## config.mk

```make
export PLATFORM = sky130hd
export DESIGN_NAME = pmp_phy_flat
export DESIGN_NICKNAME = d
export VERILOG_FILES = /design/src/hdl/pmp_pkg.sv /design/src/hdl/pmp_if.sv /design/src/hdl/pmp_buf.sv /design/src/hdl/pmp_phy.sv /design/src/flat_wrapper.sv
export SDC_FILE = /design/constraint.sdc
export NUM_CORES = 1
export LEC_CHECK = 0
export ABC_AREA = 1
export BUFFER_PORTS_ARGS = -buffer_cell sky130_fd_sc_hd__buf_2
export CAP_MARGIN = 20
export CORE_MARGIN = 2
export CORE_UTILIZATION = 58
export DETAILED_ROUTE_END_ITERATION = 10
export GPL_ROUTABILITY_DRIVEN = 0
export PLACE_DENSITY = 0.76
export SLEW_MARGIN = 20
export SYNTH_ARGS = -nofsm -noshare
export SYNTH_HDL_FRONTEND = slang
export SYNTH_SLANG_ARGS = --single-unit
```

## constraint.sdc

```tcl
create_clock -name clk -period 3.8 [get_ports clk]
set_input_delay 0.95 -clock clk [delete_from_list [all_inputs] [get_ports clk]]
set_output_delay 0.95 -clock clk [all_outputs]
set_load 0.005 [all_outputs]
```

## src/hdl/pmp_pkg.sv

```systemverilog
// Constants, types and shared link functions of the parallel MAC/PHY port.
// Assumes a single 10 MHz clk; link clocks are scaled to bench rates.
package pmp_pkg;

   typedef enum logic [1:0] {PMP_GMII, PMP_MII, PMP_RGMII} pmp_mode_t;
   typedef enum logic [1:0] {PMP_S10, PMP_S100, PMP_S1000} pmp_speed_t;

   // ==========================================================
   // Rates and dividers
   localparam int PMP_F1000_KHZ = 125000;
   localparam int PMP_F100_KHZ  = 25000;
   localparam int PMP_F10_KHZ   = 2500;
   localparam int PMP_CLK_NS    = 100;
   // Bench period of the fastest link clock; slower rates keep the ratio
   localparam int PMP_LINK_NS   = 800;
   localparam int PMP_DIV_1000  = PMP_LINK_NS / PMP_CLK_NS;
   localparam int PMP_DIV_100   = PMP_DIV_1000 * PMP_F1000_KHZ / PMP_F100_KHZ;
   localparam int PMP_DIV_10    = PMP_DIV_1000 * PMP_F1000_KHZ / PMP_F10_KHZ;
   localparam int PMP_PHW       = 9;
   localparam logic [PMP_PHW-1:0] PMP_PH_RST = 9'h000;

   // ==========================================================
   // State carried by both ends
   typedef struct packed {
      logic       c;
      logic [3:0] hi;
      logic [3:0] lo;
      logic       ctl;
      logic       en;
   } pmp_lsmp_t;

   typedef struct packed {
      logic [3:0] lo;
      logic [3:0] hi;
      logic       ctl;
      logic       dv;
      logic       mhi;
      logic [7:0] cur;
      logic       cer;
   } pmp_lnch_t;

   typedef struct packed {
      logic       nh;
      logic [3:0] lo;
      logic       c1;
      logic       v;
      logic [7:0] d;
      logic       e;
   } pmp_cap_t;

   // ==========================================================
   // Functions
   function automatic logic [PMP_PHW-1:0] pmp_div(pmp_speed_t s);
      unique case (s)
         PMP_S10:  pmp_div = PMP_PHW'(PMP_DIV_10);
         PMP_S100: pmp_div = PMP_PHW'(PMP_DIV_100);
         default:  pmp_div = PMP_PHW'(PMP_DIV_1000);
      endcase
   endfunction : pmp_div

   function automatic logic pmp_legal(pmp_mode_t m, pmp_speed_t s);
      unique case (m)
         PMP_GMII:  pmp_legal = (s == PMP_S1000);
         PMP_MII:   pmp_legal = (s == PMP_S10) || (s == PMP_S100);
         PMP_RGMII: pmp_legal = (s != 2'h3);
         default:   pmp_legal = 1'b0;
      endcase
   endfunction : pmp_legal

   // Cycle in which a new byte may be taken by the launcher
   function automatic logic pmp_slot(pmp_mode_t m, logic rise, logic fall,
                                     logic mhi);
      pmp_slot = (m == PMP_RGMII) ? fall : (rise && !mhi);
   endfunction : pmp_slot

   // Transmitter side of one link direction; pins change on edges
   function automatic pmp_lnch_t pmp_launch(pmp_lnch_t s, pmp_mode_t m,
                                            logic rise, logic fall,
                                            logic pop, logic [7:0] d,
                                            logic e);
      pmp_lnch_t n;
      n = s;
      if (pmp_slot(m, rise, fall, s.mhi))
      begin
         n.dv  = pop;
         n.cur = pop ? d : 8'h00;
         n.cer = pop && e;
         n.lo  = n.cur[3:0];
         n.hi  = (m == PMP_GMII) ? n.cur[7:4] : 4'h0;
         n.mhi = pop && (m == PMP_MII);
         n.ctl = (m == PMP_RGMII) ? pop : (pop && e);
      end
      else if (rise && (m == PMP_RGMII || s.mhi))
      begin
         n.lo  = s.cur[7:4];
         n.mhi = 1'b0;
         if (m == PMP_RGMII)
            n.ctl = s.dv ^ s.cer;
      end
      return n;
   endfunction : pmp_launch

   // Receiver side; lo/hi/ctl/en are the values held just before the edge
   function automatic pmp_cap_t pmp_cap(pmp_cap_t s, pmp_mode_t m,
                                        logic rise, logic fall,
                                        logic [3:0] lo, logic [3:0] hi,
                                        logic ctl, logic en);
      pmp_cap_t n;
      n   = s;
      n.v = 1'b0;
      unique case (m)
         PMP_GMII:
            if (rise && en)
            begin
               n.v = 1'b1;
               n.d = {hi, lo};
               n.e = ctl;
            end
         PMP_MII:
            if (rise)
            begin
               if (!en)
                  n.nh = 1'b0;
               else if (!s.nh)
               begin
                  n.nh = 1'b1;
                  n.lo = lo;
                  n.c1 = ctl;
               end
               else
               begin
                  n.nh = 1'b0;
                  n.v  = 1'b1;
                  n.d  = {lo, s.lo};
                  n.e  = s.c1 || ctl;
               end
            end
         PMP_RGMII:
            if (rise)
            begin
               n.lo = lo;
               n.c1 = ctl;
            end
            else if (fall && s.c1)
            begin
               n.v = 1'b1;
               n.d = {lo, s.lo};
               n.e = s.c1 ^ ctl;
            end
         default: n.nh = 1'b0;
      endcase
      return n;
   endfunction : pmp_cap

endpackage : pmp_pkg

```

## src/hdl/pmp_if.sv

```systemverilog
// Pin bundle between the PHY end and the MAC end of the port.
// Assumes both ends run on their own clocks; pins are plain levels.
`timescale 1ns/1ps
interface pmp_if;
   logic       rx_clk;
   logic [3:0] rxd_lo;
   logic [3:0] rxd_hi;
   logic       rx_er_ctl;
   logic       rx_dv;
   logic       crs;
   logic       col;
   logic       mii_tx_clk;
   logic       gtx_clk;
   logic [3:0] txd_lo;
   logic [3:0] txd_hi;
   logic       tx_er_ctl;
   logic       tx_en;

   modport phy (
      output rx_clk, rxd_lo, rxd_hi, rx_er_ctl, rx_dv, crs, col, mii_tx_clk,
      input  gtx_clk, txd_lo, txd_hi, tx_er_ctl, tx_en
   );
   modport mac (
      input  rx_clk, rxd_lo, rxd_hi, rx_er_ctl, rx_dv, crs, col, mii_tx_clk,
      output gtx_clk, txd_lo, txd_hi, tx_er_ctl, tx_en
   );
endinterface : pmp_if

```

## src/hdl/pmp_buf.sv

```systemverilog
// Small valid/ready buffer held in flip-flops.
// Assumes both sides on clk; out_data is the head entry's register.
`timescale 1ns/1ps
module pmp_buf #(
   parameter int W     = 9,
   parameter int DEPTH = 2
) (
   // Clock and reset
   input  logic         clk,
   input  logic         resetn,
   // Filling side
   input  logic         in_valid,
   input  logic [W-1:0] in_data,
   output logic         in_ready,
   // Draining side
   output logic         out_valid,
   output logic [W-1:0] out_data,
   input  logic         out_ready
);
   localparam int AW = (DEPTH > 1) ? $clog2(DEPTH) : 1;
   localparam int CW = $clog2(DEPTH + 1);

   typedef struct packed {
      logic [DEPTH-1:0][W-1:0] mem;
      logic [AW-1:0]           wp;
      logic [AW-1:0]           rp;
      logic [CW-1:0]           cnt;
   } pmp_buf_st_t;

   pmp_buf_st_t st_r;
   pmp_buf_st_t st_nxt;
   logic        push;
   logic        pull;

   function automatic logic [AW-1:0] pmp_inc(logic [AW-1:0] p);
      return (p == AW'(DEPTH - 1)) ? '0 : AW'(p + 1'b1);
   endfunction : pmp_inc

   assign in_ready  = (st_r.cnt != CW'(DEPTH));
   assign out_valid = (st_r.cnt != '0);
   assign out_data  = st_r.mem[st_r.rp];

   always_comb
   begin
      push   = in_valid && in_ready;
      pull   = out_valid && out_ready;
      st_nxt = st_r;
      if (push)
      begin
         st_nxt.mem[st_r.wp] = in_data;
         st_nxt.wp           = pmp_inc(st_r.wp);
      end
      if (pull)
         st_nxt.rp = pmp_inc(st_r.rp);
      if (push && !pull)
         st_nxt.cnt = CW'(st_r.cnt + 1'b1);
      else if (pull && !push)
         st_nxt.cnt = CW'(st_r.cnt - 1'b1);
   end

   always_ff @(posedge clk or negedge resetn)
   begin
      if (!resetn)
         st_r <= '0;
      else
         st_r <= st_nxt;
   end
endmodule : pmp_buf

```

## src/hdl/pmp_phy.sv

```systemverilog
// PHY end of the parallel MAC port: GMII, MII and RGMII.
// Assumes decoded media bytes arrive on a valid/ready stream on clk,
// and that mode and speed are set before link_up rises.
`timescale 1ns/1ps
module pmp_phy #(
   parameter int BUF_DEPTH = 2
) (
   // Clock and reset
   input  logic                clk,
   input  logic                resetn,
   // Configuration
   input  pmp_pkg::pmp_mode_t  mode,
   input  pmp_pkg::pmp_speed_t speed,
   input  logic                full_dup,
   input  logic                link_up,
   output logic                cfg_ok,
   // Media receive stream
   input  logic                med_valid,
   input  logic [7:0]          med_data,
   input  logic                med_err,
   output logic                med_ready,
   input  logic                carrier,
   input  logic                collision,
   // Media transmit stream
   output logic                tx_valid,
   output logic [7:0]          tx_data,
   output logic                tx_err,
   // Link pins
   pmp_if.phy                  lnk
);
   // ==========================================================
   // State
   typedef struct packed {
      logic [pmp_pkg::PMP_PHW-1:0] ph;
      logic                        rclk;
      logic                        tclk;
      pmp_pkg::pmp_lnch_t          l;
      logic                        rdv;
      logic                        crs;
      logic                        col;
      pmp_pkg::pmp_lsmp_t          s1;
      pmp_pkg::pmp_lsmp_t          s2;
      pmp_pkg::pmp_lsmp_t          s3;
      pmp_pkg::pmp_cap_t           c;
   } pmp_phy_st_t;

   pmp_phy_st_t                 st_r;
   pmp_phy_st_t                 st_nxt;
   logic [pmp_pkg::PMP_PHW-1:0] div;
   logic                        ok;
   logic                        rise;
   logic                        fall;
   logic                        trise;
   logic                        tfall;
   logic                        pop;
   logic                        b_valid;
   logic [8:0]                  b_data;
   logic                        half_dup;
   logic                        sdr;

   // ==========================================================
   // Receive buffer
   // Two entries let the media source run one byte ahead of the link
   pmp_buf #(
      .W     (9),
      .DEPTH (BUF_DEPTH)
   ) u_rxbuf (
      .clk       (clk),
      .resetn    (resetn),
      .in_valid  (med_valid),
      .in_data   ({med_err, med_data}),
      .in_ready  (med_ready),
      .out_valid (b_valid),
      .out_data  (b_data),
      .out_ready (pop)
   );

   // ==========================================================
   // Next state
   always_comb
   begin
      st_nxt   = st_r;
      div      = pmp_pkg::pmp_div(speed);
      ok       = link_up && pmp_pkg::pmp_legal(mode, speed);
      half_dup = !full_dup;
      sdr      = (mode != pmp_pkg::PMP_RGMII);

      // Recovered receive clock divider
      if (!ok)
         st_nxt.ph = pmp_pkg::PMP_PH_RST;
      else if (st_r.ph >= div - 9'h001)
         st_nxt.ph = pmp_pkg::PMP_PH_RST;
      else
         st_nxt.ph = 9'(st_r.ph + 9'h001);
      rise = ok && (st_nxt.ph == (div >> 1));
      fall = ok && (st_nxt.ph == pmp_pkg::PMP_PH_RST)
             && (st_r.ph != pmp_pkg::PMP_PH_RST);
      st_nxt.rclk = ok && (st_nxt.ph >= (div >> 1));
      // MII transmit clock runs at the receive rate
      st_nxt.tclk = st_nxt.rclk && (mode == pmp_pkg::PMP_MII);

      // Receive launch: pins change together with the clock edge
      pop = b_valid && pmp_pkg::pmp_slot(mode, rise, fall, st_r.l.mhi);
      if (ok)
         st_nxt.l = pmp_pkg::pmp_launch(st_r.l, mode, rise, fall, pop,
                                        b_data[7:0], b_data[8]);
      else
         st_nxt.l = '0;
      st_nxt.rdv = st_nxt.l.dv && sdr;
      st_nxt.crs = ok && sdr && half_dup && carrier;
      st_nxt.col = ok && sdr && half_dup && collision;

      // Transmit pins: two-stage synchroniser, third stage for edges
      st_nxt.s1 = {(mode == pmp_pkg::PMP_MII) ? st_r.tclk : lnk.gtx_clk,
                   lnk.txd_hi, lnk.txd_lo, lnk.tx_er_ctl, lnk.tx_en};
      st_nxt.s2 = st_r.s1;
      st_nxt.s3 = st_r.s2;
      trise     = ok && st_r.s2.c && !st_r.s3.c;
      tfall     = ok && !st_r.s2.c && st_r.s3.c;

      // Capture uses the values held just before the detected edge
      if (ok)
         st_nxt.c = pmp_pkg::pmp_cap(st_r.c, mode, trise, tfall,
                                     st_r.s3.lo, st_r.s3.hi,
                                     st_r.s3.ctl, st_r.s3.en);
      else
         st_nxt.c = '0;
   end

   always_ff @(posedge clk or negedge resetn)
   begin
      if (!resetn)
         st_r <= '0;
      else
         st_r <= st_nxt;
   end

   // ==========================================================
   // Outputs
   assign lnk.rx_clk     = st_r.rclk;
   assign lnk.rxd_lo     = st_r.l.lo;
   assign lnk.rxd_hi     = st_r.l.hi;
   assign lnk.rx_er_ctl  = st_r.l.ctl;
   assign lnk.rx_dv      = st_r.rdv;
   assign lnk.crs        = st_r.crs;
   assign lnk.col        = st_r.col;
   assign lnk.mii_tx_clk = st_r.tclk;
   assign tx_valid       = st_r.c.v;
   assign tx_data        = st_r.c.d;
   assign tx_err         = st_r.c.e;
   assign cfg_ok         = ok;
endmodule : pmp_phy

```

## src/flat_wrapper.sv

```systemverilog
// flat-port wrapper written by rule: the top's interface ports become plain ports
module pmp_phy_flat 
#(
   parameter int BUF_DEPTH = 2
)
  (clk, resetn, mode, speed, full_dup, link_up, cfg_ok, med_valid, med_data, med_err, med_ready, carrier, collision, tx_valid, tx_data, tx_err, lnk_rx_clk, lnk_rxd_lo, lnk_rxd_hi, lnk_rx_er_ctl, lnk_rx_dv, lnk_crs, lnk_col, lnk_mii_tx_clk, lnk_gtx_clk, lnk_txd_lo, lnk_txd_hi, lnk_tx_er_ctl, lnk_tx_en);
  pmp_if lnk_i ();
  input  logic clk;
  input  logic resetn;
  input  pmp_pkg::pmp_mode_t mode;
  input  pmp_pkg::pmp_speed_t speed;
  input  logic full_dup;
  input  logic link_up;
  output logic cfg_ok;
  input  logic med_valid;
  input  logic [7:0] med_data;
  input  logic med_err;
  output logic med_ready;
  input  logic carrier;
  input  logic collision;
  output logic tx_valid;
  output logic [7:0] tx_data;
  output logic tx_err;
  output wire logic [$bits(lnk_i.rx_clk)-1:0] lnk_rx_clk;
  output wire logic [$bits(lnk_i.rxd_lo)-1:0] lnk_rxd_lo;
  output wire logic [$bits(lnk_i.rxd_hi)-1:0] lnk_rxd_hi;
  output wire logic [$bits(lnk_i.rx_er_ctl)-1:0] lnk_rx_er_ctl;
  output wire logic [$bits(lnk_i.rx_dv)-1:0] lnk_rx_dv;
  output wire logic [$bits(lnk_i.crs)-1:0] lnk_crs;
  output wire logic [$bits(lnk_i.col)-1:0] lnk_col;
  output wire logic [$bits(lnk_i.mii_tx_clk)-1:0] lnk_mii_tx_clk;
  input wire logic [$bits(lnk_i.gtx_clk)-1:0] lnk_gtx_clk;
  input wire logic [$bits(lnk_i.txd_lo)-1:0] lnk_txd_lo;
  input wire logic [$bits(lnk_i.txd_hi)-1:0] lnk_txd_hi;
  input wire logic [$bits(lnk_i.tx_er_ctl)-1:0] lnk_tx_er_ctl;
  input wire logic [$bits(lnk_i.tx_en)-1:0] lnk_tx_en;
  assign lnk_rx_clk = lnk_i.rx_clk;
  assign lnk_rxd_lo = lnk_i.rxd_lo;
  assign lnk_rxd_hi = lnk_i.rxd_hi;
  assign lnk_rx_er_ctl = lnk_i.rx_er_ctl;
  assign lnk_rx_dv = lnk_i.rx_dv;
  assign lnk_crs = lnk_i.crs;
  assign lnk_col = lnk_i.col;
  assign lnk_mii_tx_clk = lnk_i.mii_tx_clk;
  assign lnk_i.gtx_clk = lnk_gtx_clk;
  assign lnk_i.txd_lo = lnk_txd_lo;
  assign lnk_i.txd_hi = lnk_txd_hi;
  assign lnk_i.tx_er_ctl = lnk_tx_er_ctl;
  assign lnk_i.tx_en = lnk_tx_en;
  pmp_phy #(.BUF_DEPTH(BUF_DEPTH)) u_core (.clk(clk), .resetn(resetn), .mode(mode), .speed(speed), .full_dup(full_dup), .link_up(link_up), .cfg_ok(cfg_ok), .med_valid(med_valid), .med_data(med_data), .med_err(med_err), .med_ready(med_ready), .carrier(carrier), .collision(collision), .tx_valid(tx_valid), .tx_data(tx_data), .tx_err(tx_err), .lnk(lnk_i));
endmodule
```

**Word-level counts from Yosys, hierarchy flattened**

Cells that the tools add are included.

- Register bits after elaboration: 105
- Input port bits: 31
- Output and inout bits: 26
- Logic and storage cells: 164

- $add $sub $neg: 6
- Order comparisons: 5
- Eq/ne operators: 22
- Multiplexer cells: 43
- Bitwise gates (word level): 2
- Reduce and logical (&&, ||, !) cells: 47

Operators with widths:

| kind | number |
|---|---|
| 9-bit 2-to-1 mux | 6 |
| 10-bit 2-to-1 mux | 4 |
| 16-bit 2-to-1 mux | 2 |
| 10-bit case mux with 3 select lines | 1 |
| 1-bit logical AND | 27 |
| 20-bit 2-to-1 mux | 1 |
| 18-bit bitwise mux | 1 |
| 9-bit case mux with 2 select lines | 1 |
| 4-bit 2-to-1 mux | 4 |
| 15-bit 2-to-1 mux | 1 |
| 1-bit 2-to-1 mux | 13 |
| 3-bit by 2-bit inequality test with 1-bit output, second input constant | 4 |
| 3-bit inequality test, second input constant | 4 |
| 5-bit 2-to-1 mux | 2 |
| 5-bit case mux with 2 select lines | 1 |
| 9-bit by 1-bit adder with 9-bit output, second input constant | 1 |
| 9-bit demux with 1-bit select | 1 |
| 9-bit by 8-bit == test with 1-bit output | 1 |
| 9-bit by 8-bit >= comparator with 1-bit output | 1 |
| 9-bit >= comparator | 1 |
| 9-bit logical NOT | 1 |
| 3-bit by 1-bit inequality test with 1-bit output, second input constant | 3 |
| 9-bit nonzero test | 1 |
| 9-bit by 1-bit subtractor with 9-bit output, second input constant | 1 |
| other kinds (23) | 42 |

**Logic depth before layout (Yosys ltp)**

Gate-level depths: netlist (run 1).

- Depth in word-level cells: 16
- Gate-level depth with buffers: 23

**Cells and area by module**

From an unflattened synthesis (run 1), not the netlist that was laid out.

- Cells, all modules: 545
- Area total of the unflattened synthesis: 4863.4 um^2

Modules (own cells, without submodules):

| module | times used | cells each | area each (um^2) | seq. area each (um^2) |
|---|---|---|---|---|
| pmp_phy | 1 | 410 | 3753.6 | 1976.9 |
| pmp_buf | 1 | 135 | 1109.8 | 550.5 |

**Worst setup path after synthesis (run 1)**

OpenSTA, ideal clock, no wires.

- Path kind: input port to flip-flop
- Start: input speed[1]
- End: register u_core.u_rxbuf.st_r[1] in the netlist's numbering
- Library setup time: 124 ps
- Arrival: 3936 ps
- Required time: 3676 ps
- Path slack: -261 ps
- Stages: 21
- Path buffers: 0
- Cells stage by stage: or2_2 > ha_1 > nand2_1 > inv_1 > a21oi_1 > nand2_2 > nor2_8 > inv_4 > nor2_1 > ha_1 > nand2_1 > nor3b_1 > nand2_2 > nor2_4 > nand2_4 > nand2_8 > nand2_8 > ha_1 > a21oi_1 > o21ai_0 > xnor2_1

RTL lines:

| item | RTL line | RTL |
|---|---|---|
| from (decl) | flat_wrapper.sv:11 | `input pmp_pkg::pmp_speed_t speed;` |
| to (signal assigned) | pmp_buf.sv:66 | `st_r <= st_nxt;` |
| to (decl) | pmp_buf.sv:30 | `pmp_buf_st_t st_r;` |

==> metrics.txt, run 1 <==
arrival time worst endpoint between 3 and 4 ns; WL final between 9000 and 10000 µm; core area about 8100 µm²; setup slack, reg-to-reg slightly below 0.8 ns; Async S/R FF share, synth 100.0%; fin crit share 92.18%; worst min path class flip-flop to flip-flop; register area share after synthesis approximately 53%; Worst R2R Path Depth 20; top cells by area, synth dfrtp_1, nand2_1, ha_1, inv_1, buf_4; Worst Hold Path Cells 0; Ant. Diodes 0; Ports 57; endpoints failing hold 0; CTS Buffer Depth 2; first-pass GRT wire length 15360 µm; Num CTS Buffers 9; Power Density around 440 nW/µm²; Resized cells post-CTS 0; Worst R2R Start u_core.st_r[79]; EDFF count, synth 0; Req. time, crit path 4.05 ns; post-synth top area share between 50% and 60%; count leader, synth nand2_1; Yosys cell types 45; HP Start u_core.st_nxt[20]; Hold Path End u_core.st_r[20]; pin count of the biggest net entering global routing 61; Switching Fraction between 30% and 40%; skew final a little under 0.008 ns; Sink Count approximately 100; crit path kind input pin to flip-flop; vias about 3400; DIE HEIGHT between 90 and 100 µm; Critical Path Start Type input pin; Clk network pwr share 26.4%; max-slew violations 0; Worst-Skew Late Latency roughly 0.36 ns; Mean Syn Cell Area roughly 9.3 µm²; Power Internal ~1.6 mW; nets@finish 623; most area-hungry cell type in the Yosys netlist dfrtp_1; fin crit period 3.503 ns; GRT Util Overall ~22%; unrepaired setup endpoints after global routing false; TritonCTS clock tree built; Area Overhead vs Synth 12.38%; row cnt 33; WL per Instance approximately 13 µm; Post-Syn Area 4791 µm²; final setup fails 0; Least-Margin Pin Slew roughly 0.75 ns; share of layout cells above drive strength 1 24.09%; Core Util, Final 66.53%; Max-slew headroom 50.30%; top cells by count, synth nand2_1, dfrtp_1, inv_1, nor2_1, o21ai_0; TritonRoute pass-1 iters 5; Clock H-tree levels 3; P_leak between 2 and 3 nW; outcome finished, final reports clean; number of synthesized register bits 101; Initial Utilization roughly three fifths; root buffer selected by CTS clkbuf_8; FF-to-FF End u_core.u_rxbuf.st_r[1]; hold slack final around 0.35 ns; part of the power in combinational logic 18.3%; maximum vdd ir drop between 0.0002 and 0.0003 V; Mapped Cells about 510; post-CTS setup buffers 0; initial antenna violation count 0; vias in the first global route about 3400; max_cap viols 0; Seq pwr share a little under three fifths; CTS clk-pin slew, worst paths roughly 0.10 ns; CP Max Fanout 5; total number of yosys warnings 0; Final WS setup slightly below 0.3 ns; Via density around 5; Main synth FF type dfrtp_1; Iter 0 DRT Violations between 100 and 150; net switching power approximately 0.74 mW; Place WS -0.07683 ns; fmax roughly 0.29 GHz; DRC 0; cts hold-fix bufs 0; post-detail-place hpwl ~6900 µm; Port Buffer Count 56; Critical Path End Type flip-flop; fin area 5384 µm²; Die Span X between 90 and 100 µm; grt total ovfl 0; Die Area ~9000 µm²; Area after DPL around 5200 µm²; remaining antenna violation count 0; setup TNS 0 ns
-- power groups by stage --
stage | sequential (mW) | clock [mW] | combinational (mW)
after global routing | 1.31 | 0.676 | 0.504
after global placement | 1.31 | 0 | 0.417
final | 1.30 | 0.621 | 0.430
after CTS | 1.30 | 0.634 | 0.435
after floorplan | 1.28 | 0 | 0.324
after detailed placement | 1.32 | 0 | 0.434
-- cell families (layout without fill, tap and decap cells) --
logic type	count (synthesis)	count (layout)	share of synthesized area (%)
fa+ha+maj	19	19	4.962
simple gates	234	234	23.56
xor+xnor	7	7	1.280
buf+inv	80	143	7.861
other cells	1	2	0.07827
compound gates	71	71	9.507
flops	101	101	52.76
-- cell usage in the layout, fill, tap and decap left out, drive strengths merged, types with 4 or more instances in the layout --
cell	n
ha	19
xor2	4
nand2	160
nand3	21
nand2b	4
nor2	36
clkinv	4
a21oi	13
or2	6
o22ai	4
clkbuf	9
o21ai	43
a22oi	8
inv	60
dfrtp	101
buf	70
-- sequential cells by signal, indices dropped and copies added, names as in the netlist, 4 cells and up --
register,cells
u_core.u_rxbuf.st_r,22
u_core.tx_data,8
u_core.st_r,33
u_core.lnk.rxd_hi,4
u_core.st_nxt,22
u_core.lnk.rxd_lo,4
-- worst max-delay path, cell delays in order --
cell     delay [ns]
buf_2          0.12
or2_4          0.28
ha_1           0.28
nand2_1        0.08
inv_1          0.04
a21oi_1        0.18
nand2_2        0.12
nor2_8         0.12
inv_4          0.06
nor2_1         0.16
ha_1           0.18
nand2_1        0.06
nor3b_2        0.19
nand2_2        0.08
nor2_4         0.11
nand2_4        0.08
nand2_8        0.08
nand2_8        0.05
ha_4           0.22
a21oi_1        0.10
o21ai_1        0.08
xnor2_1        0.12
-- per-stage QoR --
step,total power [mW],instances
after CTS,2.367,682
after floorplan,1.608,514
after global routing,2.495,682
after global placement,1.729,667
after detailed placement,1.752,667
final,2.347,682
-- metal layers --
| metal | routed length, µm | vias to the layer above | track usage [%] | part of all wire [%] |
|---|---|---|---|---|
| li1 | - | 1727 | - | - |
| met1 | 4059 | 1641 | 29.48 | 45 |
| met2 | 4541 | 64 | 36.41 | 50 |
| met3 | 291 | 12 | 2.793 | 3.2 |
| met4 | 153 | 0 | 9.903 | 1.7 |
| met5 | 0 | - | 0 | 0 |
-- layout make-up --
cell class	count	area (µm²)
Timing Repair Buffer	70	400.4
Clock inverter	6	55.05
Fill cell	679	2709
Tap cell	105	131.4
Inverter	58	222.7
Clock buffer	9	123.9
Sequential cell	101	2527
Multi-Input combinational cell	333	1923
-- how the worst max path moves through the flow --
stage | from | end | slack (ns) | cells past startpoint
2_1_floorplan | speed[1] | u_core.u_rxbuf.st_r[1] | 0.04 | 21
3_3_place_gp | speed[1] | u_core.u_rxbuf.st_r[1] | 0.03 | 22
3_5_place_dp | speed[1] | u_core.u_rxbuf.st_r[1] | -0.08 | 22
4_1_cts | speed[1] | u_core.u_rxbuf.st_r[1] | 0.31 | 22
5_1_grt | speed[1] | u_core.u_rxbuf.st_r[1] | 0.07 | 22
6_report | speed[1] | u_core.u_rxbuf.st_r[1] | 0.30 | 22
(Power assumes the default switching activity.)
==> run 2, diff against run 1 <==
--- a/config.mk
+++ b/config.mk
@@ -8,11 +8,12 @@
 export ABC_AREA = 1
 export BUFFER_PORTS_ARGS = -buffer_cell sky130_fd_sc_hd__buf_2
 export CAP_MARGIN = 20
-export CORE_MARGIN = 2
+export CORE_MARGIN = 5
 export CORE_UTILIZATION = 58
 export DETAILED_ROUTE_END_ITERATION = 10
 export GPL_ROUTABILITY_DRIVEN = 0
 export PLACE_DENSITY = 0.76
+export SETUP_SLACK_MARGIN = 0.1
 export SLEW_MARGIN = 20
 export SYNTH_ARGS = -nofsm -noshare
 export SYNTH_HDL_FRONTEND = slang
==> constraint.sdc (replaced) <==
create_clock -name clk -period 3.8 [get_ports clk]
set_input_delay 0.57 -clock clk [delete_from_list [all_inputs] [get_ports clk]]
set_output_delay 0.57 -clock clk [all_outputs]
set_load 0.005 [all_outputs]
==> run 2 against run 1 <==
Power up 2.0%. Clock power up 10%. Non-clock buffer count down 4. Final area down 0.77%. Register-to-register slack worse by 0.26 ns. Flip-flop and latch count unchanged. Utilization down 0.85 points. Worst setup slack better by 0.012 ns. Sequential power about the same. Via count up 1.1%. Critical endpoint unchanged. Largest power group unchanged.
==> metrics.txt, run 2 (synthesis results as in run 1) <==
Die Span X 100.9 µm (+6.3%); post-detail-place hpwl 6959 µm (+1.4%); Die Area 10180 µm² (+13%); Sink Count 101 (unchanged); Port Buffer Count 56 (unchanged); most frequent cells in the layout nand2_1, dfrtp_1, buf_2, inv_1, nor2_1; Power Total 2.394 mW (+2.0%); Initial Utilization 58.90% (-0.30 points); initial antenna violation count 0 (unchanged); Worst R2R Start u_core.st_r[79]; Least-Margin Pin Slew 0.5511 ns (-0.1944 ns); DRC 0 (unchanged); Reg with most FFs u_core.st_r; GRT Util Overall 19.48% (-2.6 points); skew final 0.007025 ns (-0.0008033 ns); non-filler cells, final 679 (-0.44%); cts hold-fix bufs 0 (unchanged); core area 8134 µm² (+0.51%); setup slack, reg-to-reg 0.53 ns (-0.26 ns); Critical Path Start Type input pin; unrepaired setup endpoints after global routing false; nets@finish 619 (-0.64%); CP Max Fanout 6 (+1); grt total ovfl 0 (unchanged); hold slack final 0.1317 ns (-0.2169 ns); commonest non-fill, non-tap cell in the layout nand2_1; Area Overhead vs Synth 11.52%; P_leak 2.864 nW (-0.53%); row cnt 33 (unchanged); max_cap viols 0 (unchanged); share of layout cells above drive strength 1 23.34% (-0.75 points); Core Util, Final 65.68% (-0.85 points); TritonRoute pass-1 iters 4 (-1); Worst R2R Path Depth 20 (unchanged); worst min path class input pin to async pin; arrival time worst endpoint 3.75 ns (about the same); Ports 57 (unchanged); Post-Place Cells 662 (-0.75%); Place WS -0.1356 ns (-0.05881 ns); Worst-Skew Late Latency 0.37 ns (about the same); CTS Buffer Depth 2 (unchanged); FF-to-FF End u_core.u_rxbuf.st_r[1]; TritonCTS clock tree built; fin crit share 91.87% (-0.30 points); pin count of the biggest net entering global routing 38 (-38%); Iter 0 DRT Violations 111 (-20%); Ant. Diodes 0 (unchanged); fmax 0.2864 GHz (+0.33%); Via density 5.128 (+1.6%); vias 3482 (+1.1%); final setup fails 0 (unchanged); Num CTS Buffers 9 (unchanged); WL final 9153 µm (+1.2%); Critical Path End Type flip-flop; first-pass GRT wire length 15620 µm (+1.7%); WL per Instance 13.48 µm (+1.6%); Power Density 448.1 nW/µm² (+2.8%); remaining antenna violation count 0 (unchanged); Max-slew headroom 63.26% (+13 points); Req. time, crit path 4.06 ns (about the same); crit path kind input pin to flip-flop; maximum vdd ir drop 0.0003108 V (+5.1%); outcome finished, final reports clean; Largest register FFs 33 (unchanged); CTS clk-pin slew, worst paths 0.11 ns (about the same); endpoints failing hold 0 (unchanged); fin crit period 3.491 ns (-0.01152 ns); max-slew violations 0 (unchanged); vias in the first global route 3440 (+1.8%); root buffer selected by CTS clkbuf_8; DIE HEIGHT 100.9 µm (+6.3%); Clock H-tree levels 3 (unchanged); Final WS setup 0.3088 ns (+0.01152 ns)
## run 2: cell types whose count changed in the layout (fill, tap and decap cells not counted), moves of 2 or more
cell / previous run / this run
buf_4: 14 / 11
clkinv_4: 3 / 1
clkinv_8: 0 / 2
ha_1: 17 / 19
ha_4: 2 / 0
## run 2: power breakdown
group          internal [mW]  total (mW)  switching, mW  leakage [nW]
clock network          0.268       0.683          0.415         0.105
logic                  0.145       0.413          0.268          1.46
registers               1.21        1.30         0.0882          1.30
## run 2: worst max-delay path, stage by stage
cell,delay (ns)
buf_2,0.11
or2_2,0.35
ha_1,0.31
nand2_1,0.07
nor2_1,0.14
nand3_1,0.14
nand3_4,0.11
nor2_8,0.06
inv_4,0.09
nor2_1,0.06
ha_1,0.29
nand2_1,0.05
nor3b_1,0.23
nand2_2,0.10
nor2_4,0.14
nand2_4,0.09
nand2_8,0.10
nand2_8,0.04
ha_1,0.31
a21oi_1,0.12
o21ai_0,0.12
xnor2_1,0.14
## run 2: worst max path at each step
stage,start,end,slack (ns)
after detailed placement,speed[1],u_core.u_rxbuf.st_r[1],-0.14
after global placement,speed[1],u_core.u_rxbuf.st_r[1],0.04
final,speed[1],u_core.u_rxbuf.st_r[1],0.31
after CTS,speed[1],u_core.u_rxbuf.st_r[1],0.26
after floorplan,speed[1],u_core.u_rxbuf.st_r[1],0.12
after global routing,speed[1],u_core.u_rxbuf.st_r[1],0.12
## run 2: area by class of cell
class	instances	area (µm²)
sequential	101	2527
tap	105	131.4
clock inverter	7	86.33
inverter	58	222.7
clock buffer	9	123.9
multi-input combinational	333	1893
timing repair buffer	66	357.8
fill	684	2791
## run 2: routing by layer
metal	part of all wire (%)	GRT usage, %	wire length (µm)
met5	0	0	0
met4	2.0	7.254	185
met3	5.0	4.221	462
met2	49	31.70	4508
met1	44	25.66	3997
## run 2: stage by stage
| stage | TNS (ns) | instance area [µm²] |
|---|---|---|
| floorplan | 0 | 4795 |
| global placement | 0 | 5122 |
| detailed placement | -0.1356 | 5122 |
| CTS | 0 | 5333 |
| global route | 0 | 5343 |
| finish | 0 | 5343 |
## run 2: repair_timing
action                                  CTS  global route
endpoints found under the setup margin    0             1
setup buffers                             0             1
gates resized for setup                   0             1
